$ cat src/design/frc_cfg.svh
`ifndef FRC_CFG_SVH
`define FRC_CFG_SVH
// register offsets
`define FRC_OFS_STATUS 4'h1
`define FRC_OFS_CHAN 4'h2
`define FRC_OFS_CONFIG 4'h3
`define FRC_OFS_RANGE_A_LO 4'h4
`define FRC_OFS_RANGE_A_HI 4'h5
`define FRC_OFS_RANGE_B_LO 4'h6
`define FRC_OFS_RANGE_B_HI 4'h7
`define FRC_OFS_OVR_A_PRI 4'h8
`define FRC_OFS_OVR_B_PRI 4'h9
`define FRC_OFS_OVR_A_MIR 4'ha
`define FRC_OFS_OVR_B_MIR 4'hb
// field positions
`define FRC_CFG_FILT_LSB 0
`define FRC_CFG_SEQ_BIT 2
`define FRC_CFG_DIAG_BIT 3
`define FRC_CHAN_A_LSB 0
`define FRC_CHAN_B_LSB 4
// reset values
`define FRC_RST_RANGE 16'hffff
`define FRC_RST_OVR 8'h00
`define FRC_RST_CHAN 8'h00
`define FRC_RST_CONFIG 8'h00
// mux select code of the diagnostic input
`define FRC_DIAG_SEL 4'h8
// timing
`define FRC_SETTLE_US 120
`define FRC_CLK_PERIOD_NS 5
`define FRC_SETTLE_CYCLES (`FRC_SETTLE_US * 1000 / `FRC_CLK_PERIOD_NS)
`endif

$ cat src/design/frc_pkg.sv
package frc_pkg;
  // input range codes, shared by pins and range registers
  typedef enum logic [1:0] {
    FRC_RNG_REG = 2'h0,
    FRC_RNG_2V5 = 2'h1,
    FRC_RNG_5V = 2'h2,
    FRC_RNG_10V = 2'h3
  } frc_range_t;
  // low-pass filter setting
  typedef enum logic [1:0] {
    FRC_LPF_ONE = 2'h0,
    FRC_LPF_TWO = 2'h1,
    FRC_LPF_THREE = 2'h2,
    FRC_LPF_RSVD = 2'h3
  } frc_lpf_t;
  // channel selector states, gray along init, idle, conv
  typedef enum logic [1:0] {
    FRC_SEL_INIT = 2'h0,
    FRC_SEL_IDLE = 2'h1,
    FRC_SEL_CONV = 2'h3
  } frc_sel_state_t;
endpackage

$ cat src/design/frc_sel_if.sv
`timescale 1ns/1ps
`default_nettype none
interface frc_sel_if;
  logic sw_mode; // software mode active
  logic conv_busy; // conversion in progress
  logic seq_en; // sequencer enabled
  logic [2:0] pins; // channel select pins
  logic [3:0] reg_sel_a; // register pick, group a
  logic [3:0] reg_sel_b; // register pick, group b
  logic [3:0] mux_a; // applied mux select, group a
  logic [3:0] mux_b; // applied mux select, group b
  modport ctrl(output sw_mode, conv_busy, seq_en, pins, reg_sel_a,
    reg_sel_b, input mux_a, mux_b);
  modport sel(input sw_mode, conv_busy, seq_en, pins, reg_sel_a,
    reg_sel_b, output mux_a, mux_b);
endinterface
`default_nettype wire

$ cat src/design/frc_chan_sel.sv
`timescale 1ns/1ps
`default_nettype none
`include "frc_cfg.svh"
module frc_chan_sel (
  input wire logic clock, // system clock
  input wire logic reset_n, // async reset, active low
  frc_sel_if.sel bus // selection controls and applied pair
);
  import frc_pkg::*;

  ////////////////////////////////////////////////////////////////////////
  // declarations
  frc_sel_state_t state; // selector state
  frc_sel_state_t next_state; // state after this cycle
  logic [2:0] hold_pins; // pins sampled during conversion
  logic [3:0] next_a; // next group a select
  logic [3:0] next_b; // next group b select
  logic hw_bad; // hardware mode with an illegal pair
  logic init_take; // first cycle after reset release
  logic conv_end; // conversion just finished
  logic sw_idle; // software mode follows register when idle
  logic [3:0] pin_pair; // pins as a select code
  logic [3:0] hold_pair; // held pins as a select code

  // register value within the nine mux inputs
  function automatic logic legal(input logic [3:0] s);
    return s <= `FRC_DIAG_SEL;
  endfunction

  // legal register value, or keep the current one
  function automatic logic [3:0] pick(input logic [3:0] r,
    input logic [3:0] cur);
    return legal(r) ? r : cur;
  endfunction

  // sequencer step over the eight group channels
  function automatic logic [3:0] step(input logic [3:0] s);
    return (s >= 4'h7) ? 4'h0 : s + 4'h1;
  endfunction

  ////////////////////////////////////////////////////////////////////////
  // decode
  assign pin_pair = {1'b0, bus.pins};
  assign hold_pair = {1'b0, hold_pins};
  // hardware mode forbids diagnostics and unequal pairs
  assign hw_bad = !bus.sw_mode &&
    (bus.mux_a != bus.mux_b || bus.mux_a[3]); // RQ12 RQ17
  assign init_take = state == FRC_SEL_INIT;
  assign conv_end = state == FRC_SEL_CONV && !bus.conv_busy;
  assign sw_idle = state == FRC_SEL_IDLE && bus.sw_mode && !bus.seq_en;

  // group a: pins at reset release, pins held over conversion, register
  assign next_a = hw_bad ? pin_pair :
    init_take ? (bus.sw_mode ? pick(bus.reg_sel_a, bus.mux_a) :
      pin_pair) : // RQ10
    conv_end ? (bus.seq_en ? step(bus.mux_a) : // RQ15
      bus.sw_mode ? pick(bus.reg_sel_a, bus.mux_a) : // RQ13
      hold_pair) : // RQ11
    sw_idle ? pick(bus.reg_sel_a, bus.mux_a) : bus.mux_a;
  // group b: same pins as group a in hardware mode, own register field
  assign next_b = hw_bad ? pin_pair :
    init_take ? (bus.sw_mode ? pick(bus.reg_sel_b, bus.mux_b) :
      pin_pair) :
    conv_end ? (bus.seq_en ? step(bus.mux_b) :
      bus.sw_mode ? pick(bus.reg_sel_b, bus.mux_b) : // RQ18
      hold_pair) : // RQ17
    sw_idle ? pick(bus.reg_sel_b, bus.mux_b) : bus.mux_b;

  // state sequence
  always_comb begin
    case (state)
      FRC_SEL_INIT: next_state = FRC_SEL_IDLE;
      FRC_SEL_IDLE: next_state = bus.conv_busy ? FRC_SEL_CONV : FRC_SEL_IDLE;
      FRC_SEL_CONV: next_state = bus.conv_busy ? FRC_SEL_CONV : FRC_SEL_IDLE;
      default: next_state = FRC_SEL_INIT;
    endcase
  end

  ////////////////////////////////////////////////////////////////////////
  // registers
  // state and applied pair
  always_ff @(posedge clock or negedge reset_n) begin
    if (!reset_n) begin
      state <= FRC_SEL_INIT;
      bus.mux_a <= 4'h0;
      bus.mux_b <= 4'h0;
    end else begin
      state <= next_state;
      bus.mux_a <= next_a;
      bus.mux_b <= next_b;
    end
  end

  // pins watched throughout the conversion
  always_ff @(posedge clock or negedge reset_n) begin
    if (!reset_n) begin
      hold_pins <= 3'h0;
    end else if (bus.conv_busy) begin
      hold_pins <= bus.pins; // RQ11
    end
  end
endmodule
`default_nettype wire

$ cat src/design/frc_ctrl.sv
`timescale 1ns/1ps
`default_nettype none
`include "frc_cfg.svh"

// Function
// RQ1: pins 01/10/11 set all ranges 2.5/5/10 V
// RQ2: pins 00 take ranges from registers
// RQ3: software mode keeps per channel range
// RQ4: host writes group a mask twice
// RQ5: host writes group b mask twice
// RQ6: overrange widens enabled channel range fifth
// RQ7: pin change acts at once; settle time
// RQ8: filter 00/01/10 gives options one/two/three
// RQ9: filter programmable only in software mode
// RQ10: pins latched at reset give first pair
// RQ11: pins sampled in conversion give next pair
// RQ12: no diagnostic channels in hardware mode
// RQ13: software mode pair from channel register
// RQ14: nine input mux plus diagnostic pick
// RQ15: sequencer allowed in both modes
// RQ16: range pins choose hardware or software mode
// RQ17: hardware mode pairs channel n with n
// RQ18: software mode pairs any a with b
// RQ19: filter pattern 11 reserved, never applied
module frc_ctrl #(
  parameter int N_CH = 8, // channels per group
  parameter int SETTLE_CYCLES = `FRC_SETTLE_CYCLES // filter two settling
) (
  input wire logic clock, // system clock, 200 MHz
  input wire logic reset_n, // async reset, active low
  input wire logic [1:0] range_select_pins, // range and mode pins
  input wire logic [2:0] channel_select_pins, // pair select pins
  input wire logic conv_busy, // conversion in progress
  input wire logic reg_wr, // register write strobe
  input wire logic reg_rd, // register read strobe
  input wire logic [3:0] reg_addr, // register offset
  input wire logic [7:0] reg_wdata, // write data
  output logic [7:0] reg_rdata, // read data
  output logic sw_mode, // software mode active
  output logic [2*N_CH-1:0] range_a, // range code per group a channel
  output logic [2*N_CH-1:0] range_b, // range code per group b channel
  output logic [N_CH-1:0] overrange_a, // overrange on, group a
  output logic [N_CH-1:0] overrange_b, // overrange on, group b
  output frc_pkg::frc_lpf_t filter_option, // applied filter option
  output logic [3:0] mux_sel_a, // mux select a, 8 is diagnostic
  output logic [3:0] mux_sel_b, // mux select b, 8 is diagnostic
  output logic diag_node, // internal diagnostic node pick
  output logic settling // range change settling window
);
  import frc_pkg::*;

  ////////////////////////////////////////////////////////////////////////
  // elaboration checks
  // the register map holds two range bytes per group
  if (N_CH != 8) begin : g_bad_ch
    $error("register layout serves exactly eight channels");
  end
  // window must outlast the eight cycle check and fit the counter
  if (SETTLE_CYCLES < 8 || SETTLE_CYCLES > 32767) begin : g_bad_settle
    $error("settle count must lie between eight and 32767");
  end

  ////////////////////////////////////////////////////////////////////////
  // declarations
  logic [15:0] range_reg_a; // software ranges, group a
  logic [15:0] range_reg_b; // software ranges, group b
  logic [7:0] ovr_a_pri; // overrange mask a, primary
  logic [7:0] ovr_b_pri; // overrange mask b, primary
  logic [7:0] ovr_a_mir; // overrange mask a, mirror
  logic [7:0] ovr_b_mir; // overrange mask b, mirror
  logic [7:0] chan_reg; // software pair select
  logic [7:0] cfg_reg; // filter, sequencer, diagnostic pick
  logic [14:0] settle_cnt; // settling countdown
  logic sw_now; // mode decoded from the pins
  logic [2*N_CH-1:0] next_range_a; // applied range, group a
  logic [2*N_CH-1:0] next_range_b; // applied range, group b
  logic [N_CH-1:0] next_ovr_a; // applied overrange, group a
  logic [N_CH-1:0] next_ovr_b; // applied overrange, group b
  logic [1:0] wr_filt; // filter field written
  logic filt_ok; // filter write accepted
  logic [7:0] next_cfg; // config after a write
  logic range_change; // applied ranges move
  logic settle_load; // start the settling window
  logic [14:0] next_settle_cnt; // countdown after this cycle
  logic [7:0] status; // live status byte
  logic [7:0] next_rdata; // selected read value
  frc_sel_if sel_bus(); // link to the channel selector

  // write strobe aimed at one offset
  function automatic logic wr_hit(input logic [3:0] ofs);
    return reg_wr && reg_addr == ofs;
  endfunction

  ////////////////////////////////////////////////////////////////////////
  // mode and range decode
  // both range pins low select software mode
  assign sw_now = range_select_pins == FRC_RNG_REG; // RQ16

  // per channel range, pins in hardware mode, registers in software
  for (genvar gi = 0; gi < N_CH; gi++) begin : g_range
    assign next_range_a[2*gi +: 2] = sw_now ?
      range_reg_a[2*gi +: 2] : range_select_pins; // RQ1 RQ2 RQ3
    assign next_range_b[2*gi +: 2] = sw_now ?
      range_reg_b[2*gi +: 2] : range_select_pins; // RQ1 RQ2 RQ3
  end

  // overrange needs both copies set, and software mode
  assign next_ovr_a = sw_now ? (ovr_a_pri & ovr_a_mir) : '0; // RQ4 RQ6
  assign next_ovr_b = sw_now ? (ovr_b_pri & ovr_b_mir) : '0; // RQ5 RQ6

  ////////////////////////////////////////////////////////////////////////
  // config write decode
  assign wr_filt = reg_wdata[`FRC_CFG_FILT_LSB +: 2];
  // filter changes only in software mode, never to the reserved code
  assign filt_ok = sw_now && wr_filt != FRC_LPF_RSVD; // RQ9 RQ19
  assign next_cfg = {reg_wdata[7:2],
    filt_ok ? wr_filt : cfg_reg[`FRC_CFG_FILT_LSB +: 2]}; // RQ8

  ////////////////////////////////////////////////////////////////////////
  // settling window
  assign range_change = next_range_a != range_a ||
    next_range_b != range_b;
  // only filter two needs the long settle after a range move
  assign settle_load = range_change && filter_option == FRC_LPF_TWO;
  // a further move reloads the full count
  assign next_settle_cnt = settle_load ? 15'(SETTLE_CYCLES) :
    (settle_cnt != 15'h0) ? settle_cnt - 15'h1 : 15'h0; // RQ7

  ////////////////////////////////////////////////////////////////////////
  // read decode
  // status packs the low pair bits, window and mode
  assign status = {mux_sel_b[2:0], mux_sel_a[2:0], settling, sw_mode};
  // unmapped offsets read as zero
  assign next_rdata =
    (reg_addr == `FRC_OFS_STATUS) ? status :
    (reg_addr == `FRC_OFS_CHAN) ? chan_reg :
    (reg_addr == `FRC_OFS_CONFIG) ? cfg_reg :
    (reg_addr == `FRC_OFS_RANGE_A_LO) ? range_reg_a[7:0] :
    (reg_addr == `FRC_OFS_RANGE_A_HI) ? range_reg_a[15:8] :
    (reg_addr == `FRC_OFS_RANGE_B_LO) ? range_reg_b[7:0] :
    (reg_addr == `FRC_OFS_RANGE_B_HI) ? range_reg_b[15:8] :
    (reg_addr == `FRC_OFS_OVR_A_PRI) ? ovr_a_pri :
    (reg_addr == `FRC_OFS_OVR_B_PRI) ? ovr_b_pri :
    (reg_addr == `FRC_OFS_OVR_A_MIR) ? ovr_a_mir :
    (reg_addr == `FRC_OFS_OVR_B_MIR) ? ovr_b_mir : 8'h00;

  ////////////////////////////////////////////////////////////////////////
  // channel selector hookup
  assign sel_bus.sw_mode = sw_now;
  assign sel_bus.conv_busy = conv_busy;
  assign sel_bus.seq_en = cfg_reg[`FRC_CFG_SEQ_BIT]; // RQ15
  assign sel_bus.pins = channel_select_pins;
  assign sel_bus.reg_sel_a = chan_reg[`FRC_CHAN_A_LSB +: 4];
  assign sel_bus.reg_sel_b = chan_reg[`FRC_CHAN_B_LSB +: 4];
  // selector outputs are its own flops
  assign mux_sel_a = sel_bus.mux_a; // RQ14
  assign mux_sel_b = sel_bus.mux_b; // RQ14

  // pair selection for both muxes
  frc_chan_sel u_chan_sel (
    .clock(clock),
    .reset_n(reset_n),
    .bus(sel_bus)
  );

  ////////////////////////////////////////////////////////////////////////
  // register file writes
  // range, channel and config registers
  always_ff @(posedge clock or negedge reset_n) begin
    if (!reset_n) begin
      range_reg_a <= `FRC_RST_RANGE;
      range_reg_b <= `FRC_RST_RANGE;
      chan_reg <= `FRC_RST_CHAN;
      cfg_reg <= `FRC_RST_CONFIG;
    end else begin
      if (wr_hit(`FRC_OFS_RANGE_A_LO)) range_reg_a[7:0] <= reg_wdata;
      if (wr_hit(`FRC_OFS_RANGE_A_HI)) range_reg_a[15:8] <= reg_wdata;
      if (wr_hit(`FRC_OFS_RANGE_B_LO)) range_reg_b[7:0] <= reg_wdata;
      if (wr_hit(`FRC_OFS_RANGE_B_HI)) range_reg_b[15:8] <= reg_wdata;
      if (wr_hit(`FRC_OFS_CHAN)) chan_reg <= reg_wdata;
      if (wr_hit(`FRC_OFS_CONFIG)) cfg_reg <= next_cfg;
    end
  end

  // overrange masks, both copies
  always_ff @(posedge clock or negedge reset_n) begin
    if (!reset_n) begin
      ovr_a_pri <= `FRC_RST_OVR;
      ovr_b_pri <= `FRC_RST_OVR;
      ovr_a_mir <= `FRC_RST_OVR;
      ovr_b_mir <= `FRC_RST_OVR;
    end else begin
      if (wr_hit(`FRC_OFS_OVR_A_PRI)) ovr_a_pri <= reg_wdata; // RQ4
      if (wr_hit(`FRC_OFS_OVR_B_PRI)) ovr_b_pri <= reg_wdata; // RQ5
      if (wr_hit(`FRC_OFS_OVR_A_MIR)) ovr_a_mir <= reg_wdata; // RQ4
      if (wr_hit(`FRC_OFS_OVR_B_MIR)) ovr_b_mir <= reg_wdata; // RQ5
    end
  end

  // read data, held between reads
  always_ff @(posedge clock or negedge reset_n) begin
    if (!reset_n) begin
      reg_rdata <= 8'h00;
    end else if (reg_rd) begin
      reg_rdata <= next_rdata;
    end
  end

  ////////////////////////////////////////////////////////////////////////
  // applied settings, one cycle after the pins or registers
  always_ff @(posedge clock or negedge reset_n) begin
    if (!reset_n) begin
      sw_mode <= 1'b0;
      range_a <= `FRC_RST_RANGE;
      range_b <= `FRC_RST_RANGE;
      overrange_a <= '0;
      overrange_b <= '0;
    end else begin
      sw_mode <= sw_now; // RQ16
      range_a <= next_range_a; // RQ7
      range_b <= next_range_b; // RQ7
      overrange_a <= next_ovr_a; // RQ6
      overrange_b <= next_ovr_b; // RQ6
    end
  end

  // filter, diagnostic pick and settling window
  always_ff @(posedge clock or negedge reset_n) begin
    if (!reset_n) begin
      filter_option <= FRC_LPF_ONE;
      diag_node <= 1'b0;
      settle_cnt <= 15'h0;
      settling <= 1'b0;
    end else begin
      filter_option <= frc_lpf_t'(cfg_reg[`FRC_CFG_FILT_LSB +: 2]); // RQ8
      diag_node <= cfg_reg[`FRC_CFG_DIAG_BIT]; // RQ14
      settle_cnt <= next_settle_cnt;
      settling <= next_settle_cnt != 15'h0; // RQ7
    end
  end
endmodule
`default_nettype wire

$ cat config.mk
export PLATFORM = sky130hd
export DESIGN_NAME = frc_ctrl
export DESIGN_NICKNAME = d
export VERILOG_FILES = /design/src/design/frc_pkg.sv /design/src/design/frc_sel_if.sv /design/src/design/frc_chan_sel.sv /design/src/design/frc_ctrl.sv
export VERILOG_INCLUDE_DIRS = /design/src /design/src/design
export SDC_FILE = /design/constraint.sdc
export NUM_CORES = 1
export LEC_CHECK = 0
export BUFFER_PORTS_ARGS = -buffer_cell sky130_fd_sc_hd__buf_2
export CORE_MARGIN = 1.5
export CORE_UTILIZATION = 35
export DETAILED_ROUTE_END_ITERATION = 10
export GPL_TIMING_DRIVEN = 0
export PLACE_DENSITY = 0.58
export RECOVER_POWER = 100
export SLEW_MARGIN = 20
export SYNTH_ARGS = -nofsm -noshare
export SYNTH_HDL_FRONTEND = slang
export SYNTH_SLANG_ARGS = --single-unit
$ cat constraint.sdc
create_clock -name clock -period 3.04 [get_ports clock]
set_input_delay 0.608 -clock clock [delete_from_list [all_inputs] [get_ports clock]]
set_output_delay 0.608 -clock clock [all_outputs]
set_load 0.05 [all_outputs]
==> results of run 1 <==
worst max-delay path, delay by kind of cell:
family                 cells  cell delay (ns)
AO/OA/AOI/OAI              3             0.43
buffers and inverters      6             1.35
AND/OR/NAND/NOR            4             0.69
layout make-up:
class / count / area [sq um] / share of cell area (%)
Inverter: 26 / 97.59 / 0.9735
Buffer: 49 / 200.2 / 1.997
Tap cell: 324 / 405.4 / 4.044
Sequential cell: 169 / 4309 / 42.99
Clock buffer: 17 / 425.4 / 4.244
Multi-Input combinational cell: 589 / 4076 / 40.66
Timing Repair Buffer: 79 / 311.5 / 3.108
Clock inverter: 15 / 198.9 / 1.985
final timing paths:
path | depth (start not counted) | start | end | slack [ns]
setup / recovery | 13 | range_select_pins[1] | u_chan_sel.bus.mux_a[0]$_DFFE_PN0P_ | 0.28
hold / removal | 0 | cfg_reg[1]$_DFFE_PN0P_ | filter_option[1]$_DFF_PN0_ | 0.41
setup reg to reg | 8 | range_reg_a[6]$_DFFE_PN1P_ | settling$_DFF_PN0_ | 0.43
hold reg to reg | 0 | cfg_reg[1]$_DFFE_PN0P_ | filter_option[1]$_DFF_PN0_ | 0.41
max in group asynchronous | 2 | reset_n | settle_cnt[3]$_DFF_PN0_ | 0.77
min in group asynchronous | 1 | reset_n | u_chan_sel.state[0]$_DFF_PN0_ | 0.62
stage by stage:
step / instances / setup slack (ns)
4_1_cts: 1268 / 0.1671
6_report: 1268 / 0.2753
2_1_floorplan: 833 / 0.5838
3_5_place_dp: 1236 / -0.3066
3_3_place_gp: 1235 / -1.332
5_1_grt: 1268 / 0.03248
synth_stat cells (5+ instances only):
master,n,area [sq um]
dfrtp_1,105,2628
mux2_2,89,1002
dfstp_2,64,1682
o21ai_0,55,275.3
nor2_1,54,202.7
nand2_1,47,176.4
a21oi_1,40,200.2
clkbuf_1,33,123.9
inv_1,25,93.84
a21o_1,24,180.2
and3_1,22,137.6
nand3_1,19,95.09
nor3_1,16,80.08
o22ai_1,16,100.1
or2_2,16,100.1
a31oi_1,15,93.84
xnor2_1,15,131.4
nand4_1,14,87.58
a22o_1,13,113.9
nand2b_1,11,68.82
buf_1,10,37.54
mux2i_1,10,100.1
nor2b_1,10,62.56
a221oi_1,8,70.07
o21ai_1,6,30.03
nand3b_1,5,37.54
o211ai_1,5,37.54
o31ai_1,5,37.54
power breakdown:
| part | switching [W] | internal [W] |
|---|---|---|
| clock | 0.00106 | 0.00127 |
| sequential | 0.000552 | 0.00279 |
| combinational | 0.00126 | 0.000756 |
| total | 0.00287 | 0.00481 |
timing repair:
| action | in CTS | in global routing |
|---|---|---|
| gates resized for setup | 0 | 1 |
| buffers inserted | 0 | 0 |
| endpoints found under the setup margin | 0 | 1 |
cell families (layout without fill, tap and decap cells):
group	count (synthesis)	in the layout
AOI/OAI and AO/OA	229	229
buffers and inverters	75	186
and+or+nand+nor	238	238
muxes	99	99
xor gates and xnor gates	19	19
adders and majority gates	4	4
DFF	169	169
placed cells by master (no fill, tap or decap), types with 14 or more instances in the layout:
cell type / instances
a21o_1: 24
a21oi_1: 40
a31oi_1: 15
and3_1: 22
clkbuf_1: 108
clkbuf_16: 17
dfrtp_1: 105
dfstp_2: 63
inv_1: 24
mux2_2: 89
nand2_1: 47
nand3_1: 19
nand4_1: 14
nor2_1: 54
nor3_1: 16
o21ai_0: 59
o22ai_1: 16
or2_2: 16
xnor2_1: 15
per-layer routing:
layer  GRT usage (%)  wire length (um)
met2           32.35             12130
met3           4.158              1240
met1           27.92             11710
met4           6.457               441
met5               0                 0
==> impl_metrics.json, run 1 <==
{
  "p_leak_nw": 4.074,
  "setup_viol": 0,
  "utilization_pct": 41.22,
  "synth_compound_area_share_pct": 17.45,
  "dp_hpwl_um": 17910,
  "grtUsageTotal_pct": 20.39,
  "clkTransAtPathRegs_ns": 0.08,
  "drt_pass1_iterations": 5,
  "max_freq_mhz": 361.7,
  "placed_cell_area_sq_mm": 0.009517,
  "cpPeakStageDelay_ns": 0.33,
  "rows": 57,
  "ys.flop_type": "dfrtp_1",
  "hold_class": "reg2reg",
  "synthesis.area_sq_mm": 0.008683,
  "cts_tree": "done",
  "synth_simple_gate_area_share_pct": 14.31,
  "final_nets": 957,
  "slew-limit-headroom_pct": -18.46,
  "antenna_found_initial": 0,
  "die_area_sq_mm": 0.02576,
  "synth_area_per_cell_sq_um": 10.42,
  "whs_ns": 0.4085,
  "cap_violations": 1,
  "clock_latency_ns": 0.45,
  "cts_root_buffer": "clkbuf_16",
  "yosys.cell_types.count": 64,
  "drt_iter0_markers": 600,
  "fillCellCount": 2423,
  "syn_nets": 859,
  "ys_seq_area_share_pct": 49.63,
  "synth-edff-count": 0,
  "status": "finished with violations",
  "cp-end-kind": "register",
  "worstMarginPinSlew_ns": 1.777,
  "cp_max_fo": 10,
  "finalPower_w": 0.007688,
  "drv_slew": 72,
  "start_util_pct": 35.71,
  "cp_cell_sequence": "clkbuf_1 > inv_2 > nand2_1 > inv_2 > buf_2 > nand2_1 > a21oi_1 > or2_2 > clkbuf_1 > buf_2 > o21ai_0 > nor3_1 > o21ai_0",
  "setup_tns_ns": 0,
  "synth_top_family_by_area": "compound AO/OA/AOI/OAI gates",
  "grt_pass1_vias": 6947,
  "numCtsBuffers": 17,
  "async_flop_share_pct": 100.0,
  "synth_seq_cells": 169,
  "die_y_um": 160.5,
  "holdBufCountCts": 0,
  "io_buffer_count": 78,
  "clockBufferDepth": 2,
  "synth_cells": 833,
  "htree_levels": 4,
  "fin_skew_ns": 0.01222,
  "final_area_sq_mm": 0.01002,
  "hold_viol_final": 0,
  "period_needed_ns": 2.765,
  "vdd_drop_max_v": 0.0003556,
  "violations": "capacitance limit, slew limit",
  "drc": 0,
  "syn_to_final_growth_pct": 15.45,
  "die_w_um": 160.5,
  "rsz0062_at_grt": "no",
  "wl_per_cell_um": 20.13,
  "routabilityCongestion": 0.9324,
  "synth.mux.area_fraction_pct": 12.69,
  "grt.overflow.total": 0,
  "clock_sinks": 169,
  "drive_above_1_share_pct": 23.20,
  "coreArea_sq_mm": 0.02432,
  "arrival_ns": 3.09,
  "antenna_left": 0,
  "yosys_warnings": 0,
  "critPathRequiredTime_ns": 3.36,
  "grt_pass1_wl_um": 40600,
  "synth_xor_area_share_pct": 1.916,
  "ios": 91,
  "startpoint_type": "input port",
  "critPathKind": "in2reg",
  "synth_fa_ha_area_share_pct": 0.5764,
  "period_share_pct": 90.94,
  "via_per_inst": 5.591,
  "crit_slowest_cell": "nand2_1",
  "power.density_mw_per_mm2": 767.0,
  "routed_wl_um": 25520,
  "diodes": 0,
  "grt_max_degree": 100,
  "num_vias": 7090
}
Note: power is estimated with default switching activity, not from simulation.
==> inputs of run 2 (changes only) <==
- PLACE_DENSITY: 0.58 -> unset
==> run 2 against run 1 <==
Net effect:
- the run still ends with capacitance limit, slew limit left
- maximum frequency decreased by 2.9%
- sequential cell count unchanged
- die area unchanged
- final cell count unchanged
- clock power about the same
- via count shrank 0.68%
- largest power group unchanged
==> impl_metrics.json, run 2 (synthesis gave the netlist of run 1 again) <==
{
  "die_y_um": 160.5,
  "clkTransAtPathRegs_ns": 0.08,
  "ios": 91,
  "clock_latency_ns": 0.45,
  "sw_frac_of_total_pct": 37.92,
  "max_freq_mhz": 351.1,
  "layout_common_cells": "108 x clkbuf_1, 105 x dfrtp_1, 89 x mux2_2",
  "clock_sinks": 169,
  "grt_pass1_vias": 6878,
  "die_area_sq_mm": 0.02576,
  "drc": 0,
  "diodes": 0,
  "period_share_pct": 93.68,
  "p_leak_nw": 4.071,
  "grt_pass1_wl_um": 40030,
  "status": "finished with violations",
  "grt.overflow.total": 0,
  "wl_per_cell_um": 20.07,
  "drt_pass1_iterations": 5,
  "io_buffer_count": 78,
  "grt_max_degree": 99,
  "htree_levels": 4,
  "syn_to_final_growth_pct": 15.49,
  "critPathKind": "in2reg",
  "period_needed_ns": 2.848,
  "fillCellCount": 2359,
  "fin_skew_ns": 0.01692,
  "cp_max_fo": 10,
  "drt_iter0_markers": 595,
  "drv_slew": 73,
  "clockBufferDepth": 2,
  "vdd_drop_max_v": 0.0003891,
  "hold_depth": 0,
  "routed_wl_um": 25440,
  "rsz0062_at_grt": "no",
  "startpoint_type": "input port",
  "start_util_pct": 35.71,
  "via_per_inst": 5.554,
  "grtUsageTotal_pct": 20.14,
  "cts_root_buffer": "clkbuf_16",
  "r2r_cells": 8,
  "clockPowerShare_pct": 30.1,
  "regToRegEndpoint": "settle_cnt[11]$_DFF_PN0_",
  "setup_tns_ns": 0,
  "numCtsBuffers": 17,
  "num_vias": 7042,
  "power.density_mw_per_mm2": 762.5,
  "cp-startpoint": "range_select_pins[1]",
  "drive_above_1_share_pct": 23.20,
  "coreArea_sq_mm": 0.02432,
  "holdBufCountCts": 0,
  "setup_slack_ns": 0.1922,
  "cts_tree": "done",
  "cp-end-kind": "register",
  "final_nets": 957,
  "whs_ns": 0.4167,
  "worstMarginPinSlew_ns": 1.825,
  "hold_end": "filter_option[1]$_DFF_PN0_",
  "hp-start": "cfg_reg[1]$_DFFE_PN0P_",
  "antenna_found_initial": 0,
  "hold_class": "reg2reg",
  "setup_viol": 0,
  "reg2reg_from": "range_reg_a[6]$_DFFE_PN1P_",
  "antenna_left": 0,
  "die_w_um": 160.5,
  "cap_violations": 1,
  "dp_slack_ns": -0.2897,
  "routabilityCongestion": 0.9259,
  "hold_viol_final": 0,
  "arrival_ns": 3.18,
  "rows": 57,
  "p_sw_w": 0.002900,
  "violations": "capacitance limit, slew limit",
  "rrSetupSlack_ns": 0.37,
  "pwr-share-seq_pct": 43.6,
  "slew-limit-headroom_pct": -21.68,
  "critPathRequiredTime_ns": 3.38,
  "pwr-share-comb_pct": 26.3,
  "final_common_cell": "clkbuf_1",
  "internal-power_w": 0.004747,
  "dp_hpwl_um": 17920
}
[run 2: critical path, cell delays in order]
cell      delay (ns)
clkbuf_1        0.13
inv_2           0.20
nand2_1         0.36
inv_2           0.27
buf_2           0.30
nand2_1         0.09
a21oi_1         0.21
or2_2           0.14
clkbuf_1        0.22
clkbuf_2        0.28
o21ai_0         0.12
nor3_1          0.15
o21ai_0         0.11
[run 2: cell type report]
class	count	area [sq um]	area share, %
repair buffers	79	311.5	3.107
flip-flops and latches	169	4309	42.97
well taps	324	405.4	4.042
plain buffers	49	200.2	1.996
clock inverters	15	202.7	2.021
multi-input cells	589	4076	40.65
clock buffers	17	425.4	4.242
inverters	26	97.59	0.9732
[run 2: worst max-delay path by stage]
stage | end | slack [ns] | cells after the start
after detailed placement | u_chan_sel.bus.mux_a[0]$_DFFE_PN0P_ | -0.29 | 13
after CTS | u_chan_sel.bus.mux_a[0]$_DFFE_PN0P_ | 0.18 | 13
after global placement | ovr_b_pri[2]$_DFFE_PN0P_ | -1.31 | 1
final | u_chan_sel.bus.mux_a[0]$_DFFE_PN0P_ | 0.19 | 13
after global routing | u_chan_sel.bus.mux_a[0]$_DFFE_PN0P_ | 0.07 | 13
after floorplan | settling$_DFF_PN0_ | 0.58 | 8
[run 2: power by group through the flow]
stage	logic, W	registers, W	clock network, W
6_report	0.00201	0.00333	0.00230
2_1_floorplan	0.00114	0.00360	0
3_5_place_dp	0.00205	0.00337	0
4_1_cts	0.00206	0.00333	0.00233
3_3_place_gp	0.00202	0.00335	0
5_1_grt	0.00220	0.00341	0.00242
[run 2: repair_timing]
action                                  4_1_cts  5_1_grt
endpoints found under the setup margin        0        1
setup buffers                                 0        0
gates resized for setup                       0        1
[run 2: layer usage]
metal / GRT usage (%) / vias to the layer above / wire, um
li1: - / 3274 / -
met2: 32.00 / 201 / 12310
met3: 4.623 / 37 / 1335
met4: 6.245 / 0 / 443
met5: 0 / - / 0
met1: 27.27 / 3530 / 11360
[run 2: metrics by stage]
| step | util [%] | power, W | std cells | cell area (sq um) |
|---|---|---|---|---|
| final | 41.24 | 0.007647 | 1268 | 10030 |
| after global routing | 41.24 | 0.008041 | 1268 | 10030 |
| after CTS | 41.71 | 0.007716 | 1268 | 10140 |
| after detailed placement | 39.13 | 0.005419 | 1236 | 9517 |
| after global placement | 38.98 | 0.005372 | 1235 | 9479 |
| after floorplan | - | 0.004736 | 833 | 8683 |
